<file path="config.mk">
export PLATFORM = sky130hd
export DESIGN_NAME = cmpa_adapter
export DESIGN_NICKNAME = d
export VERILOG_FILES = /design/src/cmpa_pkg.sv /design/src/cmpa_route_port.sv /design/src/cmpa_adapter.sv
export VERILOG_INCLUDE_DIRS = /design/src /design/src/src
export SDC_FILE = /design/constraint.sdc
export NUM_CORES = 1
export LEC_CHECK = 0
export CAP_MARGIN = 20
export CORE_ASPECT_RATIO = 1.2
export CORE_UTILIZATION = 45
export DETAILED_ROUTE_END_ITERATION = 7
export DONT_BUFFER_PORTS = 1
export HOLD_SLACK_MARGIN = 0.05
export PLACE_DENSITY = 0.61
export SYNTH_ARGS = -nofsm -noshare
export SYNTH_HDL_FRONTEND = slang
export SYNTH_SLANG_ARGS = --single-unit
</file>
<file path="constraint.sdc">
create_clock -name aclk -period 2.6 [get_ports aclk]
set_input_delay 0.52 -clock aclk [delete_from_list [all_inputs] [get_ports aclk]]
set_output_delay 0.52 -clock aclk [all_outputs]
set_load 0.03 [all_outputs]
</file>
<file path="src/cmpa_regs.svh">
`ifndef CMPA_REGS_SVH
`define CMPA_REGS_SVH

// register map, byte addresses on the register bus
`define CMPA_TUNE_ADDR      32'h482af400
`define CMPA_STAT_ADDR      32'h482af404
`define CMPA_TUNE_RST       32'h00000000
`define CMPA_TUNE_ADVISED   32'h00000006
`define CMPA_TUNE_GUARD_BIT 1
`define CMPA_TUNE_SER_BIT   2

// status register fields
`define CMPA_STAT_HUNG      0
`define CMPA_STAT_HEAVY     1
`define CMPA_STAT_LL0_BUSY  2
`define CMPA_STAT_LL1_BUSY  3
`define CMPA_STAT_IC_BUSY   4
`define CMPA_STAT_HOLD      5

// bus answers
`define CMPA_RESP_OKAY      2'h0
`define CMPA_RESP_SLVERR    2'h2

// host address decode
`define CMPA_DDR_BIT        31
`define CMPA_ILV_BIT        7
`define CMPA_WIN_HI         31
`define CMPA_WIN_LO         24
`define CMPA_TILED_HI       31
`define CMPA_TILED_LO       29
`define CMPA_TILED_TAG      3'h3
`define CMPA_MGR_TAG        8'h4e
`define CMPA_CTRL_TAG       8'h4c

// interconnect load: busy cycles counted as heavy
`define CMPA_HEAVY_CNT      8'h10
`define CMPA_CNT_ONE        8'h01
`define CMPA_CNT_MAX        8'hff

`endif

</file>
<file path="src/cmpa_pkg.sv">
package cmpa_pkg;

    // route port sequencing
    typedef enum logic [1:0] {
        RP_IDLE,
        RP_REQ,
        RP_WAIT,
        RP_DONE
    } port_state_type;

    // route index toward the host response
    typedef enum logic [1:0] {
        ROUTE_LL0,
        ROUTE_LL1,
        ROUTE_IC
    } route_type;

endpackage : cmpa_pkg

</file>
<file path="src/cmpa_route_port.sv">
`timescale 1ns/1ps

// one route toward a downstream target, one transaction at a time
module cmpa_route_port (
    input  wire logic        aclk,
    input  wire logic        aresetn,
    input  wire logic        freeze,
    input  wire logic        start,
    input  wire logic [31:0] start_addr,
    input  wire logic        start_write,
    input  wire logic [31:0] start_wdata,
    input  wire logic        take,
    output logic             busy,
    output logic             done,
    output logic [31:0]      done_rdata,
    output logic             dn_valid,
    input  wire logic        dn_ready,
    output logic [31:0]      dn_addr,
    output logic             dn_write,
    output logic [31:0]      dn_wdata,
    input  wire logic        dn_rsp_valid,
    input  wire logic [31:0] dn_rsp_rdata
);
    cmpa_pkg::port_state_type state_r, state_nxt;
    logic        busy_nxt, done_nxt, valid_nxt, write_nxt;
    logic [31:0] rdata_nxt, addr_nxt, wdata_nxt;

    // next state; freeze stops every move so a hang stays a hang
    always_comb begin
        state_nxt = state_r;
        rdata_nxt = done_rdata;
        addr_nxt  = dn_addr;
        write_nxt = dn_write;
        wdata_nxt = dn_wdata;
        if (!freeze) begin
            unique case (state_r)
                cmpa_pkg::RP_IDLE: if (start) begin
                    state_nxt = cmpa_pkg::RP_REQ;
                    addr_nxt  = start_addr;
                    write_nxt = start_write;
                    wdata_nxt = start_wdata;
                end
                cmpa_pkg::RP_REQ: if (dn_ready) begin
                    state_nxt = cmpa_pkg::RP_WAIT;
                end
                cmpa_pkg::RP_WAIT: if (dn_rsp_valid) begin
                    state_nxt = cmpa_pkg::RP_DONE;
                    rdata_nxt = dn_rsp_rdata;
                end
                cmpa_pkg::RP_DONE: if (take) begin
                    state_nxt = cmpa_pkg::RP_IDLE;
                end
            endcase
        end
        busy_nxt  = (state_nxt != cmpa_pkg::RP_IDLE);
        done_nxt  = (state_nxt == cmpa_pkg::RP_DONE);
        valid_nxt = (state_nxt == cmpa_pkg::RP_REQ);
    end

    // registers; valid holds with its payload until ready
    always_ff @(posedge aclk) begin
        if (!aresetn) begin
            state_r    <= cmpa_pkg::RP_IDLE;
            busy       <= 1'b0;
            done       <= 1'b0;
            done_rdata <= '0;
            dn_valid   <= 1'b0;
            dn_addr    <= '0;
            dn_write   <= 1'b0;
            dn_wdata   <= '0;
        end else begin
            state_r    <= state_nxt;
            busy       <= busy_nxt;
            done       <= done_nxt;
            done_rdata <= rdata_nxt;
            dn_valid   <= valid_nxt;
            dn_addr    <= addr_nxt;
            dn_write   <= write_nxt;
            dn_wdata   <= wdata_nxt;
        end
    end

endmodule : cmpa_route_port

</file>
<file path="src/cmpa_adapter.sv">
// Decided for this implementation: the AXI4-Lite register port.
`timescale 1ns/1ps
`include "cmpa_regs.svh"

module cmpa_adapter (
    input  wire logic        aclk,
    input  wire logic        aresetn,
    // register bus
    input  wire logic [31:0] s_axi_awaddr,
    input  wire logic        s_axi_awvalid,
    output logic             s_axi_awready,
    input  wire logic [31:0] s_axi_wdata,
    input  wire logic [3:0]  s_axi_wstrb,
    input  wire logic        s_axi_wvalid,
    output logic             s_axi_wready,
    output logic [1:0]       s_axi_bresp,
    output logic             s_axi_bvalid,
    input  wire logic        s_axi_bready,
    input  wire logic [31:0] s_axi_araddr,
    input  wire logic        s_axi_arvalid,
    output logic             s_axi_arready,
    output logic [31:0]      s_axi_rdata,
    output logic [1:0]       s_axi_rresp,
    output logic             s_axi_rvalid,
    input  wire logic        s_axi_rready,
    // host processor
    input  wire logic        hp_req_valid,
    output logic             hp_req_ready,
    input  wire logic [31:0] hp_req_addr,
    input  wire logic        hp_req_write,
    input  wire logic [31:0] hp_req_wdata,
    output logic             hp_rsp_valid,
    output logic [1:0]       hp_rsp_route,
    output logic [31:0]      hp_rsp_rdata,
    // low-latency route, controller 0
    output logic             ll0_valid,
    input  wire logic        ll0_ready,
    output logic [31:0]      ll0_addr,
    output logic             ll0_write,
    output logic [31:0]      ll0_wdata,
    input  wire logic        ll0_rsp_valid,
    input  wire logic [31:0] ll0_rsp_rdata,
    // low-latency route, controller 1
    output logic             ll1_valid,
    input  wire logic        ll1_ready,
    output logic [31:0]      ll1_addr,
    output logic             ll1_write,
    output logic [31:0]      ll1_wdata,
    input  wire logic        ll1_rsp_valid,
    input  wire logic [31:0] ll1_rsp_rdata,
    // interconnect route through the axi_to_ocp_bridge
    output logic             ic_valid,
    input  wire logic        ic_ready,
    output logic [31:0]      ic_addr,
    output logic             ic_write,
    output logic [31:0]      ic_wdata,
    input  wire logic        ic_rsp_valid,
    input  wire logic [31:0] ic_rsp_rdata,
    // device state
    output logic             hung
);
    ////////////////////////////////////////////////////////////////////////
    // state
    logic        hold_v_r, hold_v_nxt, hold_w_r, hold_w_nxt;
    logic [31:0] hold_a_r, hold_a_nxt, hold_d_r, hold_d_nxt;
    logic        ready_nxt, hung_nxt, rsp_v_nxt;
    logic [1:0]  rsp_route_nxt;
    logic [31:0] rsp_data_nxt;
    logic [2:0]  cur_w_r, cur_w_nxt;
    logic        ic_prot_r, ic_prot_nxt;
    logic [7:0]  ic_cnt_r, ic_cnt_nxt;
    logic [31:0] tune_r, tune_nxt;
    logic [2:0]  r_busy, r_done, r_start, r_take;
    logic [31:0] r_rdata [3];

    // decode of the held request
    logic is_ddr, is_tiled, is_mgr, is_ctrl, is_prot, ll_sel;
    logic ll_wr_out, ic_pwr_out, heavy, overlap, blocked, go;
    logic guard_en, ser_en;

    assign guard_en = tune_r[`CMPA_TUNE_GUARD_BIT];
    assign ser_en   = tune_r[`CMPA_TUNE_SER_BIT];

    // address classes
    always_comb begin
        is_ddr   = hold_a_r[`CMPA_DDR_BIT];
        is_tiled = (hold_a_r[`CMPA_TILED_HI:`CMPA_TILED_LO]
                    == `CMPA_TILED_TAG);
        is_mgr   = (hold_a_r[`CMPA_WIN_HI:`CMPA_WIN_LO] == `CMPA_MGR_TAG);
        is_ctrl  = (hold_a_r[`CMPA_WIN_HI:`CMPA_WIN_LO] == `CMPA_CTRL_TAG);
        is_prot  = is_tiled || is_mgr || is_ctrl;
        ll_sel   = hold_a_r[`CMPA_ILV_BIT];
    end

    ////////////////////////////////////////////////////////////////////////
    // routing, guard and hang
    always_comb begin
        ll_wr_out  = (r_busy[0] && cur_w_r[0]) || (r_busy[1] && cur_w_r[1]);
        ic_pwr_out = r_busy[2] && cur_w_r[2] && ic_prot_r;
        heavy      = (ic_cnt_r >= `CMPA_HEAVY_CNT);
        // the defect: both routes writing protected and ddr space at once while the interconnect is heavy
        overlap    = heavy && ll_wr_out && ic_pwr_out;
        hung_nxt   = hung || overlap;
        // guard both ways; the serial bit covers the ddr side
        blocked = (guard_en && !is_ddr && is_prot && hold_w_r
                   && ll_wr_out)
               || (ser_en && is_ddr && hold_w_r && ic_pwr_out);
        go      = hold_v_r && !blocked && !hung_nxt;
        r_start = 3'h0;
        if (go && is_ddr && !r_busy[ll_sel]) begin
            r_start[ll_sel] = 1'b1;
        end else if (go && !is_ddr && !r_busy[2]) begin
            r_start[2] = 1'b1;
        end
    end

    // host side hold stage and per-route bookkeeping
    always_comb begin
        hold_v_nxt = hold_v_r;
        hold_w_nxt = hold_w_r;
        hold_a_nxt = hold_a_r;
        hold_d_nxt = hold_d_r;
        cur_w_nxt  = cur_w_r;
        ic_prot_nxt = ic_prot_r;
        if (r_start != 3'h0) begin
            hold_v_nxt = 1'b0;
        end
        for (int i = 0; i < 3; i++) begin
            if (r_start[i]) begin
                cur_w_nxt[i] = hold_w_r;
            end
        end
        if (r_start[2]) begin
            ic_prot_nxt = is_prot;
        end
        if (hp_req_valid && hp_req_ready) begin
            hold_v_nxt = 1'b1;
            hold_w_nxt = hp_req_write;
            hold_a_nxt = hp_req_addr;
            hold_d_nxt = hp_req_wdata;
        end
        // a hung adapter takes no new work
        ready_nxt = !hold_v_nxt && !hung_nxt;
        // interconnect load: consecutive busy cycles, saturating
        if (!r_busy[2]) begin
            ic_cnt_nxt = '0;
        end else if (ic_cnt_r != `CMPA_CNT_MAX) begin
            ic_cnt_nxt = ic_cnt_r + `CMPA_CNT_ONE;
        end else begin
            ic_cnt_nxt = ic_cnt_r;
        end
    end

    // response pick, fixed priority, none once hung
    always_comb begin
        r_take        = 3'h0;
        rsp_v_nxt     = 1'b0;
        rsp_route_nxt = hp_rsp_route;
        rsp_data_nxt  = hp_rsp_rdata;
        if (!hung_nxt) begin
            for (int i = 2; i >= 0; i--) begin
                if (r_done[i]) begin
                    r_take        = 3'h0;
                    r_take[i]     = 1'b1;
                    rsp_v_nxt     = 1'b1;
                    rsp_route_nxt = 2'(i);
                    rsp_data_nxt  = r_rdata[i];
                end
            end
        end
    end

    // only reset clears the hang
    always_ff @(posedge aclk) begin
        if (!aresetn) begin
            hold_v_r     <= 1'b0;
            hold_w_r     <= 1'b0;
            hold_a_r     <= '0;
            hold_d_r     <= '0;
            hp_req_ready <= 1'b0;
            hung         <= 1'b0;
            cur_w_r      <= 3'h0;
            ic_prot_r    <= 1'b0;
            ic_cnt_r     <= '0;
            hp_rsp_valid <= 1'b0;
            hp_rsp_route <= 2'h0;
            hp_rsp_rdata <= '0;
        end else begin
            hold_v_r     <= hold_v_nxt;
            hold_w_r     <= hold_w_nxt;
            hold_a_r     <= hold_a_nxt;
            hold_d_r     <= hold_d_nxt;
            hp_req_ready <= ready_nxt;
            hung         <= hung_nxt;
            cur_w_r      <= cur_w_nxt;
            ic_prot_r    <= ic_prot_nxt;
            ic_cnt_r     <= ic_cnt_nxt;
            hp_rsp_valid <= rsp_v_nxt;
            hp_rsp_route <= rsp_route_nxt;
            hp_rsp_rdata <= rsp_data_nxt;
        end
    end

    ////////////////////////////////////////////////////////////////////////
    // the three route ports; a hang freezes all of them
    cmpa_route_port u_ll0 (
        .aclk(aclk), .aresetn(aresetn), .freeze(hung_nxt),
        .start(r_start[0]), .start_addr(hold_a_r),
        .start_write(hold_w_r), .start_wdata(hold_d_r),
        .take(r_take[0]), .busy(r_busy[0]), .done(r_done[0]),
        .done_rdata(r_rdata[0]), .dn_valid(ll0_valid),
        .dn_ready(ll0_ready), .dn_addr(ll0_addr), .dn_write(ll0_write),
        .dn_wdata(ll0_wdata), .dn_rsp_valid(ll0_rsp_valid),
        .dn_rsp_rdata(ll0_rsp_rdata));

    cmpa_route_port u_ll1 (
        .aclk(aclk), .aresetn(aresetn), .freeze(hung_nxt),
        .start(r_start[1]), .start_addr(hold_a_r),
        .start_write(hold_w_r), .start_wdata(hold_d_r),
        .take(r_take[1]), .busy(r_busy[1]), .done(r_done[1]),
        .done_rdata(r_rdata[1]), .dn_valid(ll1_valid),
        .dn_ready(ll1_ready), .dn_addr(ll1_addr), .dn_write(ll1_write),
        .dn_wdata(ll1_wdata), .dn_rsp_valid(ll1_rsp_valid),
        .dn_rsp_rdata(ll1_rsp_rdata));

    cmpa_route_port u_ic (
        .aclk(aclk), .aresetn(aresetn), .freeze(hung_nxt),
        .start(r_start[2]), .start_addr(hold_a_r),
        .start_write(hold_w_r), .start_wdata(hold_d_r),
        .take(r_take[2]), .busy(r_busy[2]), .done(r_done[2]),
        .done_rdata(r_rdata[2]), .dn_valid(ic_valid),
        .dn_ready(ic_ready), .dn_addr(ic_addr), .dn_write(ic_write),
        .dn_wdata(ic_wdata), .dn_rsp_valid(ic_rsp_valid),
        .dn_rsp_rdata(ic_rsp_rdata));

    ////////////////////////////////////////////////////////////////////////
    // register bus slave; keeps answering while hung so status is visible
    logic        aw_got_r, aw_got_nxt, w_got_r, w_got_nxt;
    logic [31:0] wa_r, wa_nxt, wd_r, wd_nxt;
    logic [3:0]  ws_r, ws_nxt;
    logic        awr_nxt, wr_nxt, bv_nxt, arr_nxt, rv_nxt;
    logic [1:0]  bresp_nxt, rresp_nxt;
    logic [31:0] rdata_nxt, stat_w;

    always_comb begin
        stat_w = '0;
        stat_w[`CMPA_STAT_HUNG]     = hung;
        stat_w[`CMPA_STAT_HEAVY]    = heavy;
        stat_w[`CMPA_STAT_LL0_BUSY] = r_busy[0];
        stat_w[`CMPA_STAT_LL1_BUSY] = r_busy[1];
        stat_w[`CMPA_STAT_IC_BUSY]  = r_busy[2];
        stat_w[`CMPA_STAT_HOLD]     = hold_v_r;
    end

    // address and data may come in either order
    always_comb begin
        aw_got_nxt = aw_got_r;
        w_got_nxt  = w_got_r;
        wa_nxt = wa_r;
        wd_nxt = wd_r;
        ws_nxt = ws_r;
        tune_nxt  = tune_r;
        bv_nxt    = s_axi_bvalid && !s_axi_bready;
        bresp_nxt = s_axi_bresp;
        if (s_axi_awvalid && s_axi_awready) begin
            aw_got_nxt = 1'b1;
            wa_nxt     = s_axi_awaddr;
        end
        if (s_axi_wvalid && s_axi_wready) begin
            w_got_nxt = 1'b1;
            wd_nxt    = s_axi_wdata;
            ws_nxt    = s_axi_wstrb;
        end
        if (aw_got_nxt && w_got_nxt && !bv_nxt) begin
            aw_got_nxt = 1'b0;
            w_got_nxt  = 1'b0;
            bv_nxt     = 1'b1;
            bresp_nxt  = `CMPA_RESP_SLVERR;
            if (wa_nxt == `CMPA_TUNE_ADDR) begin
                bresp_nxt = `CMPA_RESP_OKAY;
                for (int b = 0; b < 4; b++) begin
                    if (ws_nxt[b]) begin
                        tune_nxt[8*b +: 8] = wd_nxt[8*b +: 8];
                    end
                end
            end else if (wa_nxt == `CMPA_STAT_ADDR) begin
                bresp_nxt = `CMPA_RESP_OKAY;
            end
        end
        awr_nxt = !aw_got_nxt;
        wr_nxt  = !w_got_nxt;
        // read side: one read at a time
        rv_nxt    = s_axi_rvalid && !s_axi_rready;
        rresp_nxt = s_axi_rresp;
        rdata_nxt = s_axi_rdata;
        if (s_axi_arvalid && s_axi_arready) begin
            rv_nxt    = 1'b1;
            rresp_nxt = `CMPA_RESP_OKAY;
            rdata_nxt = '0;
            if (s_axi_araddr == `CMPA_TUNE_ADDR) begin
                rdata_nxt = tune_r;
            end else if (s_axi_araddr == `CMPA_STAT_ADDR) begin
                rdata_nxt = stat_w;
            end else begin
                rresp_nxt = `CMPA_RESP_SLVERR;
            end
        end
        arr_nxt = !rv_nxt;
    end

    always_ff @(posedge aclk) begin
        if (!aresetn) begin
            aw_got_r      <= 1'b0;
            w_got_r       <= 1'b0;
            wa_r          <= '0;
            wd_r          <= '0;
            ws_r          <= 4'h0;
            tune_r        <= `CMPA_TUNE_RST;
            s_axi_awready <= 1'b0;
            s_axi_wready  <= 1'b0;
            s_axi_bvalid  <= 1'b0;
            s_axi_bresp   <= `CMPA_RESP_OKAY;
            s_axi_arready <= 1'b0;
            s_axi_rvalid  <= 1'b0;
            s_axi_rresp   <= `CMPA_RESP_OKAY;
            s_axi_rdata   <= '0;
        end else begin
            aw_got_r      <= aw_got_nxt;
            w_got_r       <= w_got_nxt;
            wa_r          <= wa_nxt;
            wd_r          <= wd_nxt;
            ws_r          <= ws_nxt;
            tune_r        <= tune_nxt;
            s_axi_awready <= awr_nxt;
            s_axi_wready  <= wr_nxt;
            s_axi_bvalid  <= bv_nxt;
            s_axi_bresp   <= bresp_nxt;
            s_axi_arready <= arr_nxt;
            s_axi_rvalid  <= rv_nxt;
            s_axi_rresp   <= rresp_nxt;
            s_axi_rdata   <= rdata_nxt;
        end
    end
endmodule : cmpa_adapter

</file>
After elaboration in Yosys (flattened, before gate mapping)
Index checks and enable logic that the tools add are counted.
- register bits after elaboration: 564
- input bits: 275
- output and inout bits: 276
- logic and storage cells: 206
- $add $sub $neg: 1
- $lt $le $gt $ge: 3
- eq/ne operators: 23
- multiplexer cells: 55
- bitwise logic cells: 2
- reduce and logical (&&, ||, !) cells: 67
- operator list (kind ; count):
    two-way mux 32 bit ; 6
    equality test 32 x 31 -> 1 bit, second input constant ; 4
    two-way mux 2 bit ; 23
    AND reduction 3 bit ; 10
    logical AND 1 bit ; 29
    one-hot mux 2 bit (4 select lines) ; 3
    equality test 2 bit, second input constant ; 9
    equality test 8 x 7 -> 1 bit, second input constant ; 2
    two-way mux 1 bit ; 16
    equality test 2 x 1 -> 1 bit, second input constant ; 6
    zero test 1 bit ; 12
    two-way mux 3 bit ; 4
    adder 8 x 1 -> 8 bit, second input constant ; 1
    greater-or-equal comparator 8 x 5 -> 1 bit, second input constant ; 1
    inequality test 8 bit, second input constant ; 1
    zero test 2 bit ; 3
    two-way mux 6 bit ; 1
    nonzero test 2 bit ; 3
    nonzero test 3 bit ; 2
    logical OR 1 bit ; 5
    two-way mux 4 bit ; 1
    AND reduction 2 bit ; 2
    equality test 3 x 2 -> 1 bit, second input constant ; 1
    < comparator 1 x 3 -> 1 bit, second input constant ; 1
    4 further kinds ; 5

Depth between registers and ports, before layout
- depth in word-level cells: 19
- depth in mapped cells: 9
- mapped depth without buffers: 6

Modules after synthesis
A second synthesis with hierarchy kept.
- cells, all modules: 2565
- area total of the unflattened synthesis: 21553.2 um^2
- by module, submodules not included (module ; instances ; cells an instance ; area each (um^2) ; sequential area each (um^2)):
    cmpa_adapter ; 1 ; 1224 ; 10825.4 ; 5124.9
    cmpa_route_port ; 3 ; 447 ; 3575.9 ; 2042.0

Worst setup path after synthesis
OpenSTA, ideal clock, no wires.
- path kind: flip-flop to flip-flop
- start: register s_axi_wready
- end: register tune_r[24]
- setup time: 0.121 ns
- arrival time: 2.157 ns
- required time: 2.479 ns
- path slack: 0.323 ns
- cell stages (with the launch flop): 7
- buffers on the path: 1
- clock period less this slack: 2.277 ns
- cells stage by stage: dfxtp_1 buf_2 a21oi_1 nor3_2 o21ai_1 nor4_4 mux2_2
- word-level cells in the longest chain between the ends: 5
- elaborated cells between the ends (all ways): 7
- those cells by class: mux: 3; reduce/logical: 4
- ends and longest elaborated chain (element ; RTL line ; RTL):
    from (decl) ; cmpa_adapter.sv:15 ; output logic s_axi_wready,
    from (signal assigned) ; cmpa_adapter.sv:335 ; s_axi_wready <= wr_nxt;
    logical AND 1 bit (*) ; cmpa_adapter.sv:269 ; if (s_axi_wvalid && s_axi_wready) begin
    two-way mux 1 bit ; cmpa_adapter.sv:269 ;
    logical AND 1 bit (2 in series) ; cmpa_adapter.sv:274 ; if (aw_got_nxt && w_got_nxt && !bv_nxt) begin
    AND reduction 3 bit (no source line) ; - ;
    to (signal assigned) ; cmpa_adapter.sv:318 ; tune_r <= `CMPA_TUNE_RST;
    to (signal assigned) ; cmpa_adapter.sv:333 ; tune_r <= tune_nxt;
    to (decl) ; cmpa_adapter.sv:72 ; logic [31:0] tune_r, tune_nxt;
Every way passes the cells marked *; elsewhere a longest branch is shown, timed or not.
A chain may end at the register's enable or synchronous reset.

Worst setup path after layout
- start: register ic_cnt_r[7]
- end: register u_ll1.dn_addr[19]
- word-level cells in the longest chain between the ends: 10
- elaborated cells between the ends (all ways): 11
- those cells by class: order compare: 1; mux: 1; bitwise: 1; reduce/logical: 8
- ends and longest elaborated chain (element ; RTL line ; RTL):
    from (decl) ; cmpa_adapter.sv:71 ; logic [7:0] ic_cnt_r, ic_cnt_nxt;
    from (signal assigned) ; cmpa_adapter.sv:197 ; ic_cnt_r <= ic_cnt_nxt;
    greater-or-equal comparator 8 x 5 -> 1 bit (no source line) (*) ; - ;
    logical AND 1 bit (*) (2 in series) ; cmpa_adapter.sv:102 ; overlap = heavy && ll_wr_out && ic_pwr_out;
    logical OR 1 bit (*) ; cmpa_adapter.sv:103 ; hung_nxt = hung || overlap;
    zero test 1 bit ; - ;
    logical AND 1 bit ; cmpa_adapter.sv:108 ; go = hold_v_r && !blocked && !hung_nxt;
    logical AND 1 bit (2 in series) ; cmpa_adapter.sv:110 ; if (go && is_ddr && !r_busy[ll_sel]) begin
    two-way mux 2 bit ; cmpa_adapter.sv:110 ;
    AND reduction 3 bit (no source line) (*) ; - ;
    to (signal assigned) ; cmpa_route_port.sv:77 ; dn_addr <= addr_nxt;
    to (decl) ; cmpa_route_port.sv:18 ; output logic [31:0] dn_addr,
Marks and branches as above.

==> out/qor.yml <==
critical_path:
  r2r-end: "u_ll1.dn_addr[19]"
  crit_slowest_cell: "or4_4"
  r2r_slack_ps: 330
  start_kind: "register"
  cp_max_fo: 18
  critPathRequiredTime_ps: 3120
  crit_family: "simple AND/OR/NAND/NOR gates"
  cp_data_arrival_time_ps: 2790
  reg2reg_depth: 6
  critPathCaptureType: "register"
  max_stage_delay_ps: 610
  path_class: "register to register"
  crit_buf_inv: 1
  path_cells: "or4_4, a31oi_4, and3_2, buf_12, nand2_1, a21oi_1"
  r2r-start: "ic_cnt_r[7]"
global_route:
  grt_pass1_wl_mm: 94.44
  grt_max_degree: 183
  grt_usage: 0.2540
  use_met1: 0.2925
  first_global_vias: 17070
  grt_remaining_overflow: 0
  top_usage_layer: "met2"
  grt.met2_usage: 0.4377
  antenna_found_initial: 8
  use_met3: 0.07407
timing:
  fin_skew_ps: 15.33
  fin_crit_sh: 0.8732
  fmax_mhz: 440.5
  maxSlewViolCount: 0
  rsz0062_at_grt: "false"
  hold_ws_ps: 81.66
  min_period_ps: 2270
  finalSetupViolCount: 0
  finalHoldViolations: 0
  setup-tns-final_ps: 0
  relSlewSlack: 0.3795
  worstMarginPinSlew_ps: 924.5
clock_network:
  h-tree-depth: 2
  worst_skew_pair.late_latency_ps: 590
  cts_tree: "built"
  numClockSinks: 562
  clk_pin_slew_worst_paths_ps: 60
  root_buffer: "clkbuf_16"
  cts_buffers: 55
  clk_path_buf_depth: 3
routing:
  num_vias: 17600
  drt_pass1_iterations: 7
  drc: 0
  initialDrtViolationCount: 771
  avgRoutedWirePerCell_um: 19.27
  ant_nets: 0
  avgViaCountPerCell: 5.404
  routed_wl_mm: 62.75
layout:
  fin_nets: 2873
  area_growth_pct: 19.63
  n_fill_cell: 4196
  drive_above_1_share: 0.07818
synthesis:
  synthesis.area_sq_mm: 0.02098
  yosysSeqAreaShare: 0.5364
  synth_top_area_cell: "dfxtp_1"
  ys_top_cells_by_area: "dfxtp_1 54%, nand2_1 16%, a21oi_1 9.4%, mux2i_1 4.9%, clkbuf_1 2.6%"
  netlist_instances: 2520
  synth.top_cells.by_count: "880 x nand2_1, 562 x dfxtp_1, 394 x a21oi_1, 145 x clkbuf_1, 103 x mux2i_1"
  synth.top_cell.area_share: 0.5364
  avgSynthCellArea_sq_um: 8.323
  synth_seq_cells: 562
  synth_ff_type: "dfxtp_1"
  synth_edf_count: 0
  synth_most_common_cell: "nand2_1"
  ys_types: 61
  yosysWarningCount: 0
  postSynth.asyncResetShare: 0
placed_design:
  place.gp.congestion: 0.8685
  dp_hpwl_mm: 41.46
  numPortBuffers: 0
outcome:
  status: "finished clean"
pwr:
  irDropWorstVdd_v: 0.0005694
  p_leak_nw: 8.700
  p_total_w: 0.01826
  powerDensity_mw_per_mm2: 727.9
floorplan:
  fp.dieW_um: 199.1
  initial_core_util: 0.4565
  die_h_um: 238.5
  die-area_sq_mm: 0.04748
  io_pins: 551
  rows: 86
  core_sq_mm: 0.04595
worst_hold_path:
  hold_class: "input pin to register"
  hold_end: "u_ic.done_rdata[17]"
  whs_path_depth: 2
  hold_start: "ic_rsp_rdata[17]"
flow_run:
  cap_viol_max_count: 0
worst max-delay path by stage:
stage,start,endpoint,slack (ps),depth (start not counted)
6_report,ic_cnt_r[7],u_ll1.dn_addr[19],330,6
4_1_cts,u_ll0.busy,u_ic.dn_wdata[15],80,6
2_1_floorplan,s_axi_wready,tune_r[24],320,6
3_5_place_dp,u_ll0.busy,u_ic.dn_wdata[15],90,6
5_1_grt,hold_a_r[27],u_ic.dn_addr[23],220,8
3_3_place_gp,s_axi_awaddr[20],tune_r[17],190,6
registers in the layout (all words and copies together), names as in the netlist, 3 cells and up:
name,cells
u_ic.dn_addr,32
ic_cnt_r,8
ws_r,4
hold_a_r,32
wd_r,32
u_ic.done_rdata,32
u_ll1.done_rdata,32
u_ll1.dn_addr,32
u_ll0.dn_addr,32
tune_r,32
u_ll0.dn_wdata,32
cur_w_r,3
hp_rsp_rdata,32
u_ic.dn_wdata,32
u_ll0.done_rdata,32
u_ll1.dn_wdata,32
hold_d_r,32
s_axi_rdata,32
wa_r,32
final cells by class:
type,count,area (sq um),share of cell area
timing repair buffer,204,2137,0.08517
tap,616,770.7,0.03072
clock inverter,23,379.1,0.01511
antenna,5,12.51,0.0004986
inverter,9,41.29,0.001645
sequential,562,11250,0.4484
clock buffer,73,1534,0.06113
multi-input combinational,1764,8966,0.3573
kinds of logic (layout without fill, tap and decap cells):
logic type / after synthesis / count (layout) / share of synthesized area
mux: 135 / 135 / 0.06633
compound gates: 500 / 500 / 0.1315
other cells: 1 / 7 / 0.0001788
simple gates: 1121 / 1121 / 0.2239
fa+ha+maj: 2 / 2 / 0.001193
buf+inv: 195 / 309 / 0.03883
flops: 562 / 562 / 0.5364
xor+xnor: 4 / 4 / 0.001671
cell usage in the layout (no fill, tap or decap), types with 20 or more instances in the layout:
cell type and n:
nand3_1 46, clkbuf_16 55, o211ai_1 34, buf_4 42
mux2i_1 103, dlygate4sd3_1 142, and2_1 36, a22oi_1 27
mux2_2 32, dfxtp_1 561, buf_12 20, nand2_1 879
nor2_1 71, a21oi_1 394
where the power goes:
group | internal [W] | switching, W | leakage [nW] | total, W
logic | 0.000367 | 0.000500 | 3.21 | 0.000868
registers | 0.00876 | 0.000156 | 4.54 | 0.00891
clock network | 0.00512 | 0.00337 | 0.943 | 0.00849
total | 0.0142 | 0.00402 | 8.70 | 0.0183
what timing repair did:
item	in CTS	in global routing
endpoints found under the hold margin	143	0
endpoints found under the setup margin	0	17
gates resized for setup	0	0
setup buffers	0	7
hold buffers	142	0
layer usage:
| metal | part of all wire | routed length, um |
|---|---|---|
| met4 | 0.035 | 2182 |
| met3 | 0.084 | 5275 |
| met1 | 0.39 | 24710 |
| met5 | 0.00059 | 37 |
| met2 | 0.49 | 30550 |
through the flow:
| stage | cell area, sq um | utilization | instances | setup slack, ps |
|---|---|---|---|---|
| finish | 25090 | 0.5461 | 3256 | 329.6 |
| global route | 25090 | 0.5461 | 3255 | 224.9 |
| CTS | 24990 | 0.5439 | 3244 | 82.36 |
| detailed placement | 21660 | 0.4713 | 3006 | 89.73 |
| global placement | 21660 | 0.4713 | 3006 | 188.1 |
| floorplan | 20980 | - | 2521 | 322.7 |
Note: power is estimated with default switching activity, not from simulation.
